==> src/logic/apb_pkg.sv <==
/*
 * Shared constants and types of the arithmetic and panel bus interface:
 * the I/O window decode, strobe timing and the transfer state machine.
 * Assumes a single 200 MHz clock and host addresses taken from the low
 * byte of the host I/O request window.
 */
package apb_pkg;

  // Clock and timing
  localparam int unsigned CLK_MHZ     = 200;
  localparam int unsigned STRETCH_NS  = 400;
  // Least time, so round up to whole cycles
  localparam int unsigned STRETCH_CYC = (STRETCH_NS * CLK_MHZ + 999) / 1000;
  localparam int unsigned SWRST_CYC   = 8;

  localparam logic [7:0] STRETCH_LOAD = 8'(STRETCH_CYC - 1);
  localparam logic [3:0] SWRST_LOAD   = 4'(SWRST_CYC);

  // Offsets within the 256-byte I/O window
  localparam logic [7:0] OFS_ARITH_DATA = 8'h00;
  localparam logic [7:0] OFS_ARITH_CMD  = 8'h01;
  localparam logic [7:0] OFS_ARITH_RST  = 8'h02;
  localparam logic [7:0] OFS_DIGIT      = 8'h10;
  localparam logic [7:0] OFS_ANNUN      = 8'h20;
  localparam logic [7:0] OFS_KEYPAD     = 8'h30;
  localparam logic [7:0] OFS_METER1     = 8'h40;
  localparam logic [7:0] OFS_METER2     = 8'h41;

  // Reset values
  localparam logic [7:0] RST_BYTE = 8'h00;

  typedef enum logic [3:0] {
    RG_NONE, RG_ARITH, RG_ARST, RG_DIGIT, RG_ANNUN, RG_KEYPAD, RG_METER1, RG_METER2
  } apb_region_t;

  // Gray along idle, select, wait, done
  typedef enum logic [1:0] {
    ST_IDLE  = 2'b00,
    ST_SEL   = 2'b01,
    ST_WAITC = 2'b11,
    ST_DONE  = 2'b10
  } apb_state_t;

  // Window decode, used by the logic and its checks
  function automatic apb_region_t apb_decode(input logic [7:0] addr);
    if (addr[7:1] == OFS_ARITH_DATA[7:1]) return RG_ARITH;
    if (addr == OFS_ARITH_RST)            return RG_ARST;
    if (addr[7:4] == OFS_DIGIT[7:4])      return RG_DIGIT;
    if (addr[7:4] == OFS_ANNUN[7:4])      return RG_ANNUN;
    if (addr[7:3] == OFS_KEYPAD[7:3])     return RG_KEYPAD;
    if (addr == OFS_METER1)               return RG_METER1;
    if (addr == OFS_METER2)               return RG_METER2;
    return RG_NONE;
  endfunction : apb_decode

endpackage : apb_pkg

==> src/logic/apb_strobe_if.sv <==
/*
 * Carrier between the transfer logic and the select stretcher.
 * Assumes both ends run on the same clock.
 */
`timescale 1ns/1ps
interface apb_strobe_if;
  logic trigger;
  logic active;
  modport ctrl (output trigger, input active);
  modport stretch (input trigger, output active);
endinterface : apb_strobe_if

==> src/logic/apb_bus_if.sv <==
/*
 * Bus-side logic between the host 8-bit processor, the arithmetic
 * processor and the keyboard and display boards.
 * Assumes host strobes are synchronous to clk, that the host keeps its
 * request asserted until wait request is high, and that accesses lie
 * in the host 256-byte I/O window.
 */
// Behaviour
// RQ1: The arithmetic processor and all bus timing run from the one system clock.
// RQ2: Commands and data to the processor share one 8-bit two-way data bus.
// RQ3: Host address bit 0 tells the processor command from data.
// RQ4: The processor select is held low long enough for its access timing.
// RQ5: A software write gives a processor reset before commands are loaded.
// RQ6: The power-on system reset forces a processor reset.
// RQ7: Wait request stays low during a calculation and rises when data is valid.
// RQ8: Digit and annunciator selects are decoded separately, one at a time.
// RQ9: A keypad scan select enables the key row scanner for its access.
// RQ10: Low address bits go forward to the panel boards.
// RQ11: Host write data passes onto the eight display data lines.
// RQ12: Host writes set the two meter converter codes, 0 to full scale.
// RQ13: A key press sets a latched interrupt request to the host.
// RQ14: The host keeps these accesses within its 256-byte I/O window.
// RQ15: The key interrupt stays set until the host makes a keypad access.
`timescale 1ns/1ps
module apb_bus_if
  import apb_pkg::*;
(
  input  wire logic       clk,
  input  wire logic       sys_rst,
  input  wire logic       power_on_system_reset,
  input  wire logic       host_io_req_n,
  input  wire logic       host_rd_n,
  input  wire logic       host_wr_n,
  input  wire logic [7:0] host_addr,
  input  wire logic [7:0] host_data_in,
  output logic      [7:0] host_data_out,
  output logic            host_data_oe_n,
  output logic            calc_wait_request_n,
  output logic            host_irq_n,
  input  wire logic [7:0] arith_data_in,
  output logic      [7:0] arith_data_out,
  output logic            arith_data_oe_n,
  output logic            arith_cmd_data,
  output logic            arith_unit_select_n,
  output logic            arith_rd_n,
  output logic            arith_wr_n,
  output logic            arith_reset,
  input  wire logic       arith_busy,
  output logic            digit_display_select_n,
  output logic            annunciator_select_n,
  output logic            keypad_scan_select_n,
  output logic      [3:0] panel_addr,
  output logic      [7:0] display_data,
  output logic      [7:0] meter1_code,
  output logic      [7:0] meter2_code,
  input  wire logic [7:0] key_return,
  input  wire logic       keypress_interrupt_request
);

  typedef struct packed {
    apb_state_t  state;
    logic        acc_d;
    logic        trig;
    logic        is_read;
    logic [7:0]  hdata;
    logic        hoe_n;
    logic        wait_n;
    logic        irq_n;
    logic [7:0]  adata;
    logic        aoe_n;
    logic        acmd;
    logic        asel_n;
    logic        ard_n;
    logic        awr_n;
    logic        arst;
    logic [3:0]  sw_cnt;
    logic        dsel_n;
    logic        nsel_n;
    logic        ksel_n;
    logic [3:0]  paddr;
    logic [7:0]  ddata;
    logic [7:0]  m1;
    logic [7:0]  m2;
  } apb_st_t;

  apb_st_t st_reg;
  apb_st_t st_next;
  apb_strobe_if sb ();

  logic        acc;
  logic        start;
  apb_region_t region;

  ////////////////////////////////////////////////////////////////////////
  // Access qualification; a new access starts only from idle
  assign acc    = !host_io_req_n && (!host_rd_n || !host_wr_n);
  assign start  = acc && !st_reg.acc_d && (st_reg.state == ST_IDLE);
  assign region = apb_decode(host_addr);
  assign sb.trigger = st_reg.trig;

  // Stretcher shares the system clock with everything here
  apb_stretch u_stretch ( // RQ1
    .clk     (clk),
    .sys_rst (sys_rst),
    .sb      (sb)
  );

  ////////////////////////////////////////////////////////////////////////
  // Transfer state machine and panel decode
  always_comb begin
    st_next       = st_reg;
    st_next.acc_d = acc;
    st_next.trig  = 1'b0;
    if (st_reg.sw_cnt != 4'h0) begin
      st_next.sw_cnt = st_reg.sw_cnt - 4'h1;
    end
    // Key press wins over a clear in the same cycle
    if (keypress_interrupt_request) begin
      st_next.irq_n = 1'b0; // RQ13
    end else if (start && region == RG_KEYPAD) begin
      st_next.irq_n = 1'b1; // RQ15
    end
    unique case (st_reg.state)
      ST_IDLE: begin
        if (start) begin
          st_next.is_read = !host_rd_n;
          st_next.paddr   = host_addr[3:0]; // RQ10
          st_next.state   = ST_DONE;
          unique case (region)
            RG_ARITH: begin
              st_next.trig   = 1'b1;
              st_next.wait_n = 1'b0; // RQ7
              st_next.acmd   = host_addr[0]; // RQ3
              st_next.adata  = host_data_in; // RQ2
              st_next.aoe_n  = !host_rd_n;
              st_next.ard_n  = host_rd_n;
              st_next.awr_n  = !host_rd_n;
              st_next.state  = ST_SEL;
            end
            RG_ARST: begin
              if (host_rd_n) begin
                st_next.sw_cnt = SWRST_LOAD; // RQ5
              end
            end
            RG_DIGIT: begin
              st_next.dsel_n = 1'b0; // RQ8
              st_next.ddata  = host_data_in; // RQ11
            end
            RG_ANNUN: begin
              st_next.nsel_n = 1'b0; // RQ8
              st_next.ddata  = host_data_in; // RQ11
            end
            RG_KEYPAD: begin
              st_next.ksel_n = 1'b0; // RQ9
              st_next.hdata  = key_return;
              st_next.hoe_n  = host_rd_n;
            end
            RG_METER1: begin
              if (host_rd_n) begin
                st_next.m1 = host_data_in; // RQ12
              end
            end
            RG_METER2: begin
              if (host_rd_n) begin
                st_next.m2 = host_data_in; // RQ12
              end
            end
            RG_NONE: begin
              // Unmapped offsets change no output but the panel address
            end
          endcase
        end
      end
      ST_SEL: begin
        st_next.asel_n = !sb.active; // RQ4
        if (!sb.active) begin
          st_next.state = ST_WAITC;
        end
      end
      ST_WAITC: begin
        st_next.asel_n = 1'b1;
        // Result is only valid once the processor leaves its busy phase
        if (!arith_busy) begin
          st_next.wait_n = 1'b1; // RQ7
          st_next.hdata  = arith_data_in;
          st_next.hoe_n  = !st_reg.is_read;
          st_next.ard_n  = 1'b1;
          st_next.awr_n  = 1'b1;
          st_next.aoe_n  = 1'b1;
          st_next.state  = ST_DONE;
        end
      end
      ST_DONE: begin
        // Selects fall away when the host ends its cycle
        if (!acc) begin
          st_next.dsel_n = 1'b1;
          st_next.nsel_n = 1'b1;
          st_next.ksel_n = 1'b1;
          st_next.hoe_n  = 1'b1;
          st_next.state  = ST_IDLE;
        end
      end
    endcase
    // Power-on reset and software reset both reach the processor
    st_next.arst = power_on_system_reset || (st_next.sw_cnt != 4'h0); // RQ5 RQ6
  end

  always_ff @(posedge clk) begin
    if (sys_rst) begin
      st_reg        <= '0;
      st_reg.state  <= ST_IDLE;
      st_reg.hoe_n  <= 1'b1;
      st_reg.wait_n <= 1'b1;
      st_reg.irq_n  <= 1'b1;
      st_reg.aoe_n  <= 1'b1;
      st_reg.asel_n <= 1'b1;
      st_reg.ard_n  <= 1'b1;
      st_reg.awr_n  <= 1'b1;
      st_reg.arst   <= 1'b1;
      st_reg.dsel_n <= 1'b1;
      st_reg.nsel_n <= 1'b1;
      st_reg.ksel_n <= 1'b1;
      st_reg.ddata  <= RST_BYTE;
      st_reg.m1     <= RST_BYTE;
      st_reg.m2     <= RST_BYTE;
    end else begin
      st_reg <= st_next;
    end
  end

  ////////////////////////////////////////////////////////////////////////
  // Outputs straight from the state register
  assign host_data_out          = st_reg.hdata;
  assign host_data_oe_n         = st_reg.hoe_n;
  assign calc_wait_request_n    = st_reg.wait_n;
  assign host_irq_n             = st_reg.irq_n;
  assign arith_data_out         = st_reg.adata;
  assign arith_data_oe_n        = st_reg.aoe_n;
  assign arith_cmd_data         = st_reg.acmd;
  assign arith_unit_select_n    = st_reg.asel_n;
  assign arith_rd_n             = st_reg.ard_n;
  assign arith_wr_n             = st_reg.awr_n;
  assign arith_reset            = st_reg.arst;
  assign digit_display_select_n = st_reg.dsel_n;
  assign annunciator_select_n   = st_reg.nsel_n;
  assign keypad_scan_select_n   = st_reg.ksel_n;
  assign panel_addr             = st_reg.paddr;
  assign display_data           = st_reg.ddata;
  assign meter1_code            = st_reg.m1;
  assign meter2_code            = st_reg.m2;
endmodule : apb_bus_if

==> src/logic/apb_stretch.sv <==
/*
 * Pulse stretcher for the arithmetic processor select.
 * Assumes a one-cycle trigger; active holds for STRETCH_CYC cycles.
 */
`timescale 1ns/1ps
module apb_stretch
  import apb_pkg::*;
(
  input wire logic  clk,
  input wire logic  sys_rst,
  apb_strobe_if.stretch sb
);

  typedef struct packed {
    logic [7:0] cnt;
  } apb_stretch_st_t;

  apb_stretch_st_t st_reg;
  apb_stretch_st_t st_next;

  ////////////////////////////////////////////////////////////////////////
  // Active starts with the trigger itself so the caller sees no gap
  assign sb.active = sb.trigger || (st_reg.cnt != 8'h00);

  // Load on trigger, then count down
  always_comb begin
    st_next = st_reg;
    if (sb.trigger) begin
      st_next.cnt = STRETCH_LOAD; // RQ4
    end else if (st_reg.cnt != 8'h00) begin
      st_next.cnt = st_reg.cnt - 8'h01;
    end
  end

  always_ff @(posedge clk) begin
    if (sys_rst) begin
      st_reg <= '0;
    end else begin
      st_reg <= st_next;
    end
  end
endmodule : apb_stretch

==> config.mk <==
export PLATFORM = sky130hd
export DESIGN_NAME = apb_bus_if
export DESIGN_NICKNAME = d
export VERILOG_FILES = /design/src/logic/apb_pkg.sv /design/src/logic/apb_strobe_if.sv /design/src/logic/apb_bus_if.sv /design/src/logic/apb_stretch.sv
export SDC_FILE = /design/constraint.sdc
export NUM_CORES = 1
export LEC_CHECK = 0
export CELL_PAD_IN_SITES_DETAIL_PLACEMENT = 0
export CELL_PAD_IN_SITES_GLOBAL_PLACEMENT = 2
export CORE_ASPECT_RATIO = 0.75
export CORE_MARGIN = 2
export CORE_UTILIZATION = 38
export DETAILED_ROUTE_END_ITERATION = 8
export DONT_BUFFER_PORTS = 1
export PLACE_DENSITY = 0.9
export SYNTH_ARGS = -nofsm -noshare
export SYNTH_HDL_FRONTEND = slang
export SYNTH_SLANG_ARGS = --single-unit
==> constraint.sdc <==
create_clock -name clk -period 3 [get_ports clk]
set_clock_uncertainty 0.2 [all_clocks]
set_input_delay 0.45 -clock clk [delete_from_list [all_inputs] [get_ports clk]]
set_output_delay 0.45 -clock clk [all_outputs]
set_load 0.05 [all_outputs]
==> impl_metrics.py, run 1 <==
metrics = {
    "drt": {
        "vias": 2413,
        "wire_per_inst_um": 17.6,
        "drc": 0,
        "antenna_left": 0,
        "vias_per_cell": 5.41,
        "drt-total-wl_um": 7850,
        "drt-pass1-iter-count": 4,
        "first_iter_violations": 74,
    },
    "sta": {
        "period_share": 0.738,
        "slew_violations": 0,
        "grt_setup_unrepaired": "false",
        "max_freq_mhz": 452,
        "fin_setup_tns_ns": 0,
        "hold_violations": 0,
        "slew-limit-headroom": 0.276,
        "worstMarginPinSlew_ns": 1.08,
        "period_minus_slack_ns": 2.21,
        "finalSetupViolCount": 0,
    },
    "finish": {
        "layout.nets": 375,
        "antennaDiodeCount": 0,
        "drive_gt1_frac": 0.109,
        "area.growth.synth_to_final_pct": 2.04,
        "instances_no_fill": 446,
        "layout.filler_cells": 839,
        "multi_input_area_um2": 1500,
        "seq_area_um2": 1460,
    },
    "floorplanning": {
        "core_um2": 8600,
        "dieArea_um2": 9800,
        "initial_utilization": 0.399,
        "die_x_um": 114,
        "die-height_um": 86.2,
        "io_pins": 96,
        "num_rows": 29,
    },
    "grt": {
        "antenna_found_initial": 0,
        "globalRouteTotalUtil": 0.166,
        "grt_max_degree": 26,
        "overflow": 0,
        "grt_pass1_vias": 2425,
        "grt_pass1_wl_um": 12500,
    },
    "run": {
        "max_cap_violations": 0,
    },
    "logic_synthesis": {
        "synth_seq_cells": 73,
        "ys_types": 49,
        "synth_area_leaders": "dfxtp_1 (43%), mux2i_1 (11%), buf_4 (9.6%)",
        "synth.avg_cell_area_um2": 8.99,
        "synthCells": 381,
        "synth_seq_area_share": 0.426,
        "synthesis.nets": 423,
        "async_reset_ff_frac": 0,
        "synth.top_cell.area_share": 0.426,
        "synth_area_um2": 3430,
        "synth_commonest_cells": "dfxtp_1 (73), buf_4 (44), nand2_1 (41)",
        "ys.flop_type": "dfxtp_1",
        "ys_warn_count": 0,
        "synth-edff-count": 0,
        "yosysMostFrequentCell": "dfxtp_1",
        "yosysTopAreaCell": "dfxtp_1",
    },
    "clock_tree": {
        "clockRootBuffer": "clkbuf_16",
        "cts_buffers": 9,
        "cts.sinks": 73,
        "clockBufferDepth": 2,
        "hold_buffers": 1,
        "clk_latency_ns": 0.33,
        "h-tree-depth": 3,
        "clkTransAtPathRegs_ns": 0.06,
        "post_cts_buffers": 0,
        "cts_resized": 0,
        "cts_tree": "done",
    },
    "power_and_ir_drop": {
        "ir_drop_v": 0.000320,
        "leakagePower_nw": 1.53,
        "powerDensity_nw_per_um2": 786,
    },
    "worst_setup_path": {
        "r2r_setup_slack_ns": 0.79,
        "rr_endpoint": "display_data[0]$_SDFFE_PP0P_",
        "critPathKind": "flop to flop",
        "r2r-start": "st_reg[63]$_SDFFE_PP0P_",
        "cp_data_arrival_time_ns": 2.19,
        "end_kind": "flop",
        "cp-start-kind": "flop",
        "crit_path_max_fanout": 14,
        "worstPathRequired_ns": 2.97,
        "r2r_cells": 4,
    },
    "place": {
        "io_buffers": 0,
        "place_hpwl_um": 5660,
        "dp.cells": 429,
        "gp_congestion": 0.786,
    },
    "hold_path": {
        "min_path_cells": 1,
        "hold_path.class": "input pin to flop",
        "min_from": "sys_rst",
        "whs_endpoint": "calc_wait_request_n$_SDFFE_PP1P_",
    },
    "outcome": {
        "status": "finished, final reports clean",
    },
}
worst max-delay path by stage:
| stage | cells past startpoint | endpoint | startpoint | slack, ns |
|---|---|---|---|---|
| finish | 4 | display_data[0]$_SDFFE_PP0P_ | st_reg[63]$_SDFFE_PP0P_ | 0.79 |
| global route | 4 | display_data[5]$_SDFFE_PP0P_ | st_reg[63]$_SDFFE_PP0P_ | 0.57 |
| CTS | 4 | display_data[1]$_SDFFE_PP0P_ | st_reg[63]$_SDFFE_PP0P_ | 0.77 |
| detailed placement | 5 | calc_wait_request_n$_SDFFE_PP1P_ | host_addr[3] | 0.72 |
| global placement | 5 | calc_wait_request_n$_SDFFE_PP1P_ | host_addr[3] | 0.75 |
| floorplan | 6 | arith_data_out[7]$_SDFFE_PP0P_ | host_addr[3] | 0.89 |
per-stage QoR:
| step | worst slack (ns) | utilization | instance area, um^2 | power, mW | hold WS [ns] |
|---|---|---|---|---|---|
| after floorplan | 0.894 | - | 3430 | 1.58 | 0.235 |
| after global placement | 0.751 | 0.369 | 3170 | 1.64 | 0.315 |
| after detailed placement | 0.723 | 0.369 | 3170 | 1.65 | 0.325 |
| after CTS | 0.774 | 0.407 | 3500 | 2.78 | 0.00545 |
| after global routing | 0.574 | 0.407 | 3500 | 2.89 | 0.00567 |
| final | 0.786 | 0.407 | 3500 | 2.75 | 0.0182 |
kinds of logic after synthesis:
family	count (synthesis)	share of synthesized area
buffers and inverters	76	0.136
multiplexers	36	0.105
XOR/XNOR	5	0.0128
AND/OR/NAND/NOR	124	0.179
adder cells (fa/ha/maj)	2	0.00730
AO/OA/AOI/OAI	65	0.134
flip-flops	73	0.426
cell usage in the layout (no fill, tap or decap), types with 5 or more instances in the layout:
master     Yosys  final
a31o_2        10     10
mux2i_1       36     36
nor2_1        30     30
nand3_1        5      5
nand2_1       41     41
o311a_1        8      8
o21ai_0       12     12
nor3_1        20     20
inv_1         10     10
nor4_1         6      6
dfxtp_1       73     73
buf_4         44      5
clkbuf_16      0      9
a21oi_1       16     16
power by group:
group	internal (mW)	total, mW	leakage [nW]	switching [mW]
clock network	0.677	1.11	0.154	0.433
registers	1.05	1.17	0.593	0.119
logic	0.211	0.475	0.785	0.264
total	1.93	2.75	1.53	0.816
cell type report:
class                      count  share of cell area
timing repair buffer           6              0.0136
clock inverter                 6              0.0211
inverter                      11              0.0118
tap                          108              0.0386
clock buffer                  10              0.0683
multi-input combinational    232               0.429
sequential                    73               0.418
worst max-delay path: stages (launching register included):
cell	delay [ns]
dfxtp_1	0.45
nor4_2	0.43
nand4_1	0.59
mux2i_1	0.34
nor2_1	0.05
routing by layer:
metal,routed length [um],GRT usage,vias to the layer above
met2,3300,0.237,74
li1,-,-,1199
met4,110,0.0621,0
met3,723,0.0734,10
met1,3720,0.221,1130
met5,0,0,-
Power figures use the tool's default switching activity.
==> inputs of run 2 (changes only) <==
--- a/config.mk
+++ b/config.mk
@@ -5,14 +5,15 @@
 export SDC_FILE = /design/constraint.sdc
 export NUM_CORES = 1
 export LEC_CHECK = 0
+export ABC_AREA = 1
 export CELL_PAD_IN_SITES_DETAIL_PLACEMENT = 0
 export CELL_PAD_IN_SITES_GLOBAL_PLACEMENT = 2
 export CORE_ASPECT_RATIO = 0.75
 export CORE_MARGIN = 2
-export CORE_UTILIZATION = 38
+export CORE_UTILIZATION = 34
 export DETAILED_ROUTE_END_ITERATION = 8
 export DONT_BUFFER_PORTS = 1
-export PLACE_DENSITY = 0.9
+export PLACE_DENSITY = 0.88
 export SYNTH_ARGS = -nofsm -noshare
 export SYNTH_HDL_FRONTEND = slang
 export SYNTH_SLANG_ARGS = --single-unit
==> constraint.sdc (replaced) <==
create_clock -name clk -period 2.2 [get_ports clk]
set_clock_uncertainty 0.2 [all_clocks]
set_input_delay 0.33 -clock clk [delete_from_list [all_inputs] [get_ports clk]]
set_output_delay 0.33 -clock clk [all_outputs]
set_load 0.05 [all_outputs]
==> run 2 against run 1 <==
  * Clock-buffer cell count unchanged
  * Critical endpoint is now arith_data_oe_n$_SDFFE_PP1P_
  * Wire length rose by 15%
  * Global-route usage is essentially flat
  * Combinational power increased by 74%
  * Critical path depth grew 4
  * Total power is 46% higher
  * Area after synthesis grew 5.6%
==> impl_metrics.py, run 2 <==
metrics = {
    "outcome": {
        "status": "finished, final reports clean",
    },
    "sta": {
        "timing.hold.ws_ns": 0.00990,
        "max_freq_mhz": 522,
        "hold_violations": 0,
        "fin_setup_tns_ns": 0,
        "period_minus_slack_ns": 1.92,
        "slew-limit-headroom": 0.603,
        "grt_setup_unrepaired": "false",
        "worstMarginPinSlew_ns": 0.595,
        "period_share": 0.871,
        "finalSetupViolCount": 0,
        "slew_violations": 0,
    },
    "clock_tree": {
        "clockBufferDepth": 2,
        "cts_resized": 0,
        "clockRootBuffer": "clkbuf_16",
        "clkTransAtPathRegs_ns": 0.06,
        "cts.sinks": 73,
        "cts_tree": "done",
        "h-tree-depth": 3,
        "clk_latency_ns": 0.33,
        "cts_buffers": 9,
    },
    "power_and_ir_drop": {
        "clkPwrFrac": 0.380,
        "combPwrFrac": 0.207,
        "p_int_mw": 2.68,
        "ir_drop_v": 0.000371,
        "p_switching_mw": 1.32,
        "powerDensity_nw_per_um2": 1030,
        "swShare": 0.330,
        "leakagePower_nw": 1.63,
        "seqPwrFrac": 0.414,
    },
    "grt": {
        "grt_max_degree": 37,
        "grtUsageMet1": 0.226,
        "gr-usage-met3": 0.0671,
        "grt_pass1_vias": 2730,
        "globalRouteTotalUtil": 0.166,
        "globalRouteMet2Util": 0.244,
        "antenna_found_initial": 0,
        "grt_pass1_wl_um": 14600,
        "overflow": 0,
        "gr-max-usage-layer": "met2",
    },
    "drt": {
        "drt-pass1-iter-count": 4,
        "vias": 2923,
        "wire_per_inst_um": 14.7,
        "antenna_left": 0,
        "drt-total-wl_um": 9060,
        "drc": 0,
        "vias_per_cell": 4.75,
        "first_iter_violations": 163,
    },
    "worst_setup_path": {
        "crit_path_max_fanout": 23,
        "r2r_cells": 8,
        "cp-start-kind": "flop",
        "r2r_setup_slack_ns": 0.28,
        "crit_slowest_cell": "dfxtp_1",
        "critPathKind": "flop to flop",
        "cp_data_arrival_time_ns": 1.92,
        "rr_endpoint": "arith_data_oe_n$_SDFFE_PP1P_",
        "end_kind": "flop",
        "worstPathRequired_ns": 2.20,
        "r2r-start": "st_reg[64]$_SDFFE_PP0P_",
        "critPathMaxStageDelay_ns": 0.43,
        "cpMostUsedCell": "nor2_8",
        "crit_chain": "nor2_8, inv_4, nor2_8, nand3_2, inv_2, nor2_1, nand2_1, nand3_1",
    },
    "logic_synthesis": {
        "synth-edff-count": 0,
        "yosys-mux-area-fraction": 0,
        "synth_area_leaders": "dfxtp_1 (40%), nand2_1 (12%), buf_4 (9.8%)",
        "synthCells": 502,
        "synth_compound_area_frac": 0.122,
        "synth_seq_area_share": 0.404,
        "yosys.area_share.adder": 0.00692,
        "synth_top_family_by_area": "simple AND/OR/NAND/NOR gates",
        "synth_seq_cells": 73,
        "yosysMostFrequentCell": "nand2_1",
        "synth_commonest_cells": "nand2_1 (112), dfxtp_1 (73), nor2_1 (72)",
        "ys_warn_count": 0,
        "synthSimpleGateAreaFrac": 0.294,
        "yosysTopAreaCell": "dfxtp_1",
        "async_reset_ff_frac": 0,
        "synth.avg_cell_area_um2": 7.21,
        "synth-xor-area-share": 0.00968,
        "synth.top_cell.area_share": 0.404,
        "ys_types": 32,
        "ys.flop_type": "dfxtp_1",
        "synth_area_um2": 3620,
        "synthesis.nets": 544,
    },
    "finish": {
        "drive_gt1_frac": 0.0960,
        "seq_area_um2": 1460,
        "final_cell_mix": "nand2_1 (112), dfxtp_1 (73), nor2_1 (72), inv_1 (36), nand3_1 (35)",
        "instances_no_fill": 615,
        "layout.nets": 516,
        "layout.filler_cells": 1088,
        "fin_util": 0.375,
        "area.growth.synth_to_final_pct": 7.02,
        "multi_input_area_um2": 1570,
        "final_common_cell": "nand2_1",
        "finalInstanceArea_um2": 3870,
        "antennaDiodeCount": 0,
    },
    "hold_path": {
        "whs_endpoint": "st_reg[31]$_SDFF_PP0_",
        "min_from": "host_rd_n",
        "min_path_cells": 3,
        "hold_path.class": "input pin to flop",
    },
    "floorplanning": {
        "num_rows": 32,
        "io_pins": 96,
        "die-height_um": 93.3,
        "dieArea_um2": 11500,
        "core_um2": 10300,
        "die_x_um": 123,
        "initial_utilization": 0.350,
    },
    "place": {
        "place_hpwl_um": 6610,
        "io_buffers": 0,
        "gp_congestion": 0.818,
        "place_area_um2": 3400,
        "dp.cells": 584,
    },
    "run": {
        "max_cap_violations": 0,
    },
}
[run 2: kinds of logic (layout without fill, tap and decap cells)]
logic type,Yosys count,after routing
compound gates,81,81
xor+xnor,4,4
fa+ha+maj,2,2
buf+inv,100,77
flops,73,73
simple gates,242,242
[run 2: power groups by stage]
stage,clock network [mW],registers (mW),logic (mW)
finish,1.52,1.66,0.828
global route,1.61,1.67,0.967
CTS,1.56,1.66,0.833
detailed placement,0,1.69,0.781
global placement,0,1.68,0.768
floorplan,0,1.58,0.781
[run 2: routing by layer]
metal  share of wire  vias to the layer above
met1            0.48                     1319
met4          0.0088                        0
li1                -                     1521
met2            0.42                       74
met3           0.085                        9
met5               0                        -
[run 2: how the worst max path moves through the flow]
stage               depth (start not counted)                      endpoint  slack [ns]                              from
floorplan                                   9       st_reg[63]$_SDFFE_PP0P_        0.67  u_stretch.st_reg[0]$_SDFFE_PP0N_
global placement                            8  arith_data_oe_n$_SDFFE_PP1P_        0.30           st_reg[64]$_SDFFE_PP0P_
detailed placement                          8       arith_wr_n$_SDFFE_PP1P_        0.27           st_reg[64]$_SDFFE_PP0P_
CTS                                         8  arith_data_oe_n$_SDFFE_PP1P_        0.27           st_reg[64]$_SDFFE_PP0P_
global route                                8  arith_data_oe_n$_SDFFE_PP1P_        0.14           st_reg[64]$_SDFFE_PP0P_
finish                                      8  arith_data_oe_n$_SDFFE_PP1P_        0.28           st_reg[64]$_SDFFE_PP0P_
[run 2: repair_timing]
item / CTS / global route
hold buffers: 15 / 0
hold endpoints to repair: 61 / 0
setup buffers: 0 / 0
[run 2: through the flow]
step / setup slack [ns] / power, mW
finish: 0.284 / 4.01
global route: 0.143 / 4.25
CTS: 0.265 / 4.05
detailed placement: 0.269 / 2.47
global placement: 0.296 / 2.45
floorplan: 0.668 / 2.36
[run 2: cell type report]
type / count / area share
Clock buffer: 10 / 0.0617
Multi-Input combinational cell: 329 / 0.405
Inverter: 39 / 0.0384
Tap cell: 136 / 0.0439
Timing Repair Buffer: 22 / 0.0549
Clock inverter: 6 / 0.0187
Sequential cell: 73 / 0.377
[run 2: worst max-delay path, delay by kind of cell, from the launching register on]
| kind | cells | cell delay (ns) |
|---|---|---|
| and+or+nand+nor | 6 | 0.88 |
| DFF | 1 | 0.43 |
| buffers and inverters | 2 | 0.26 |
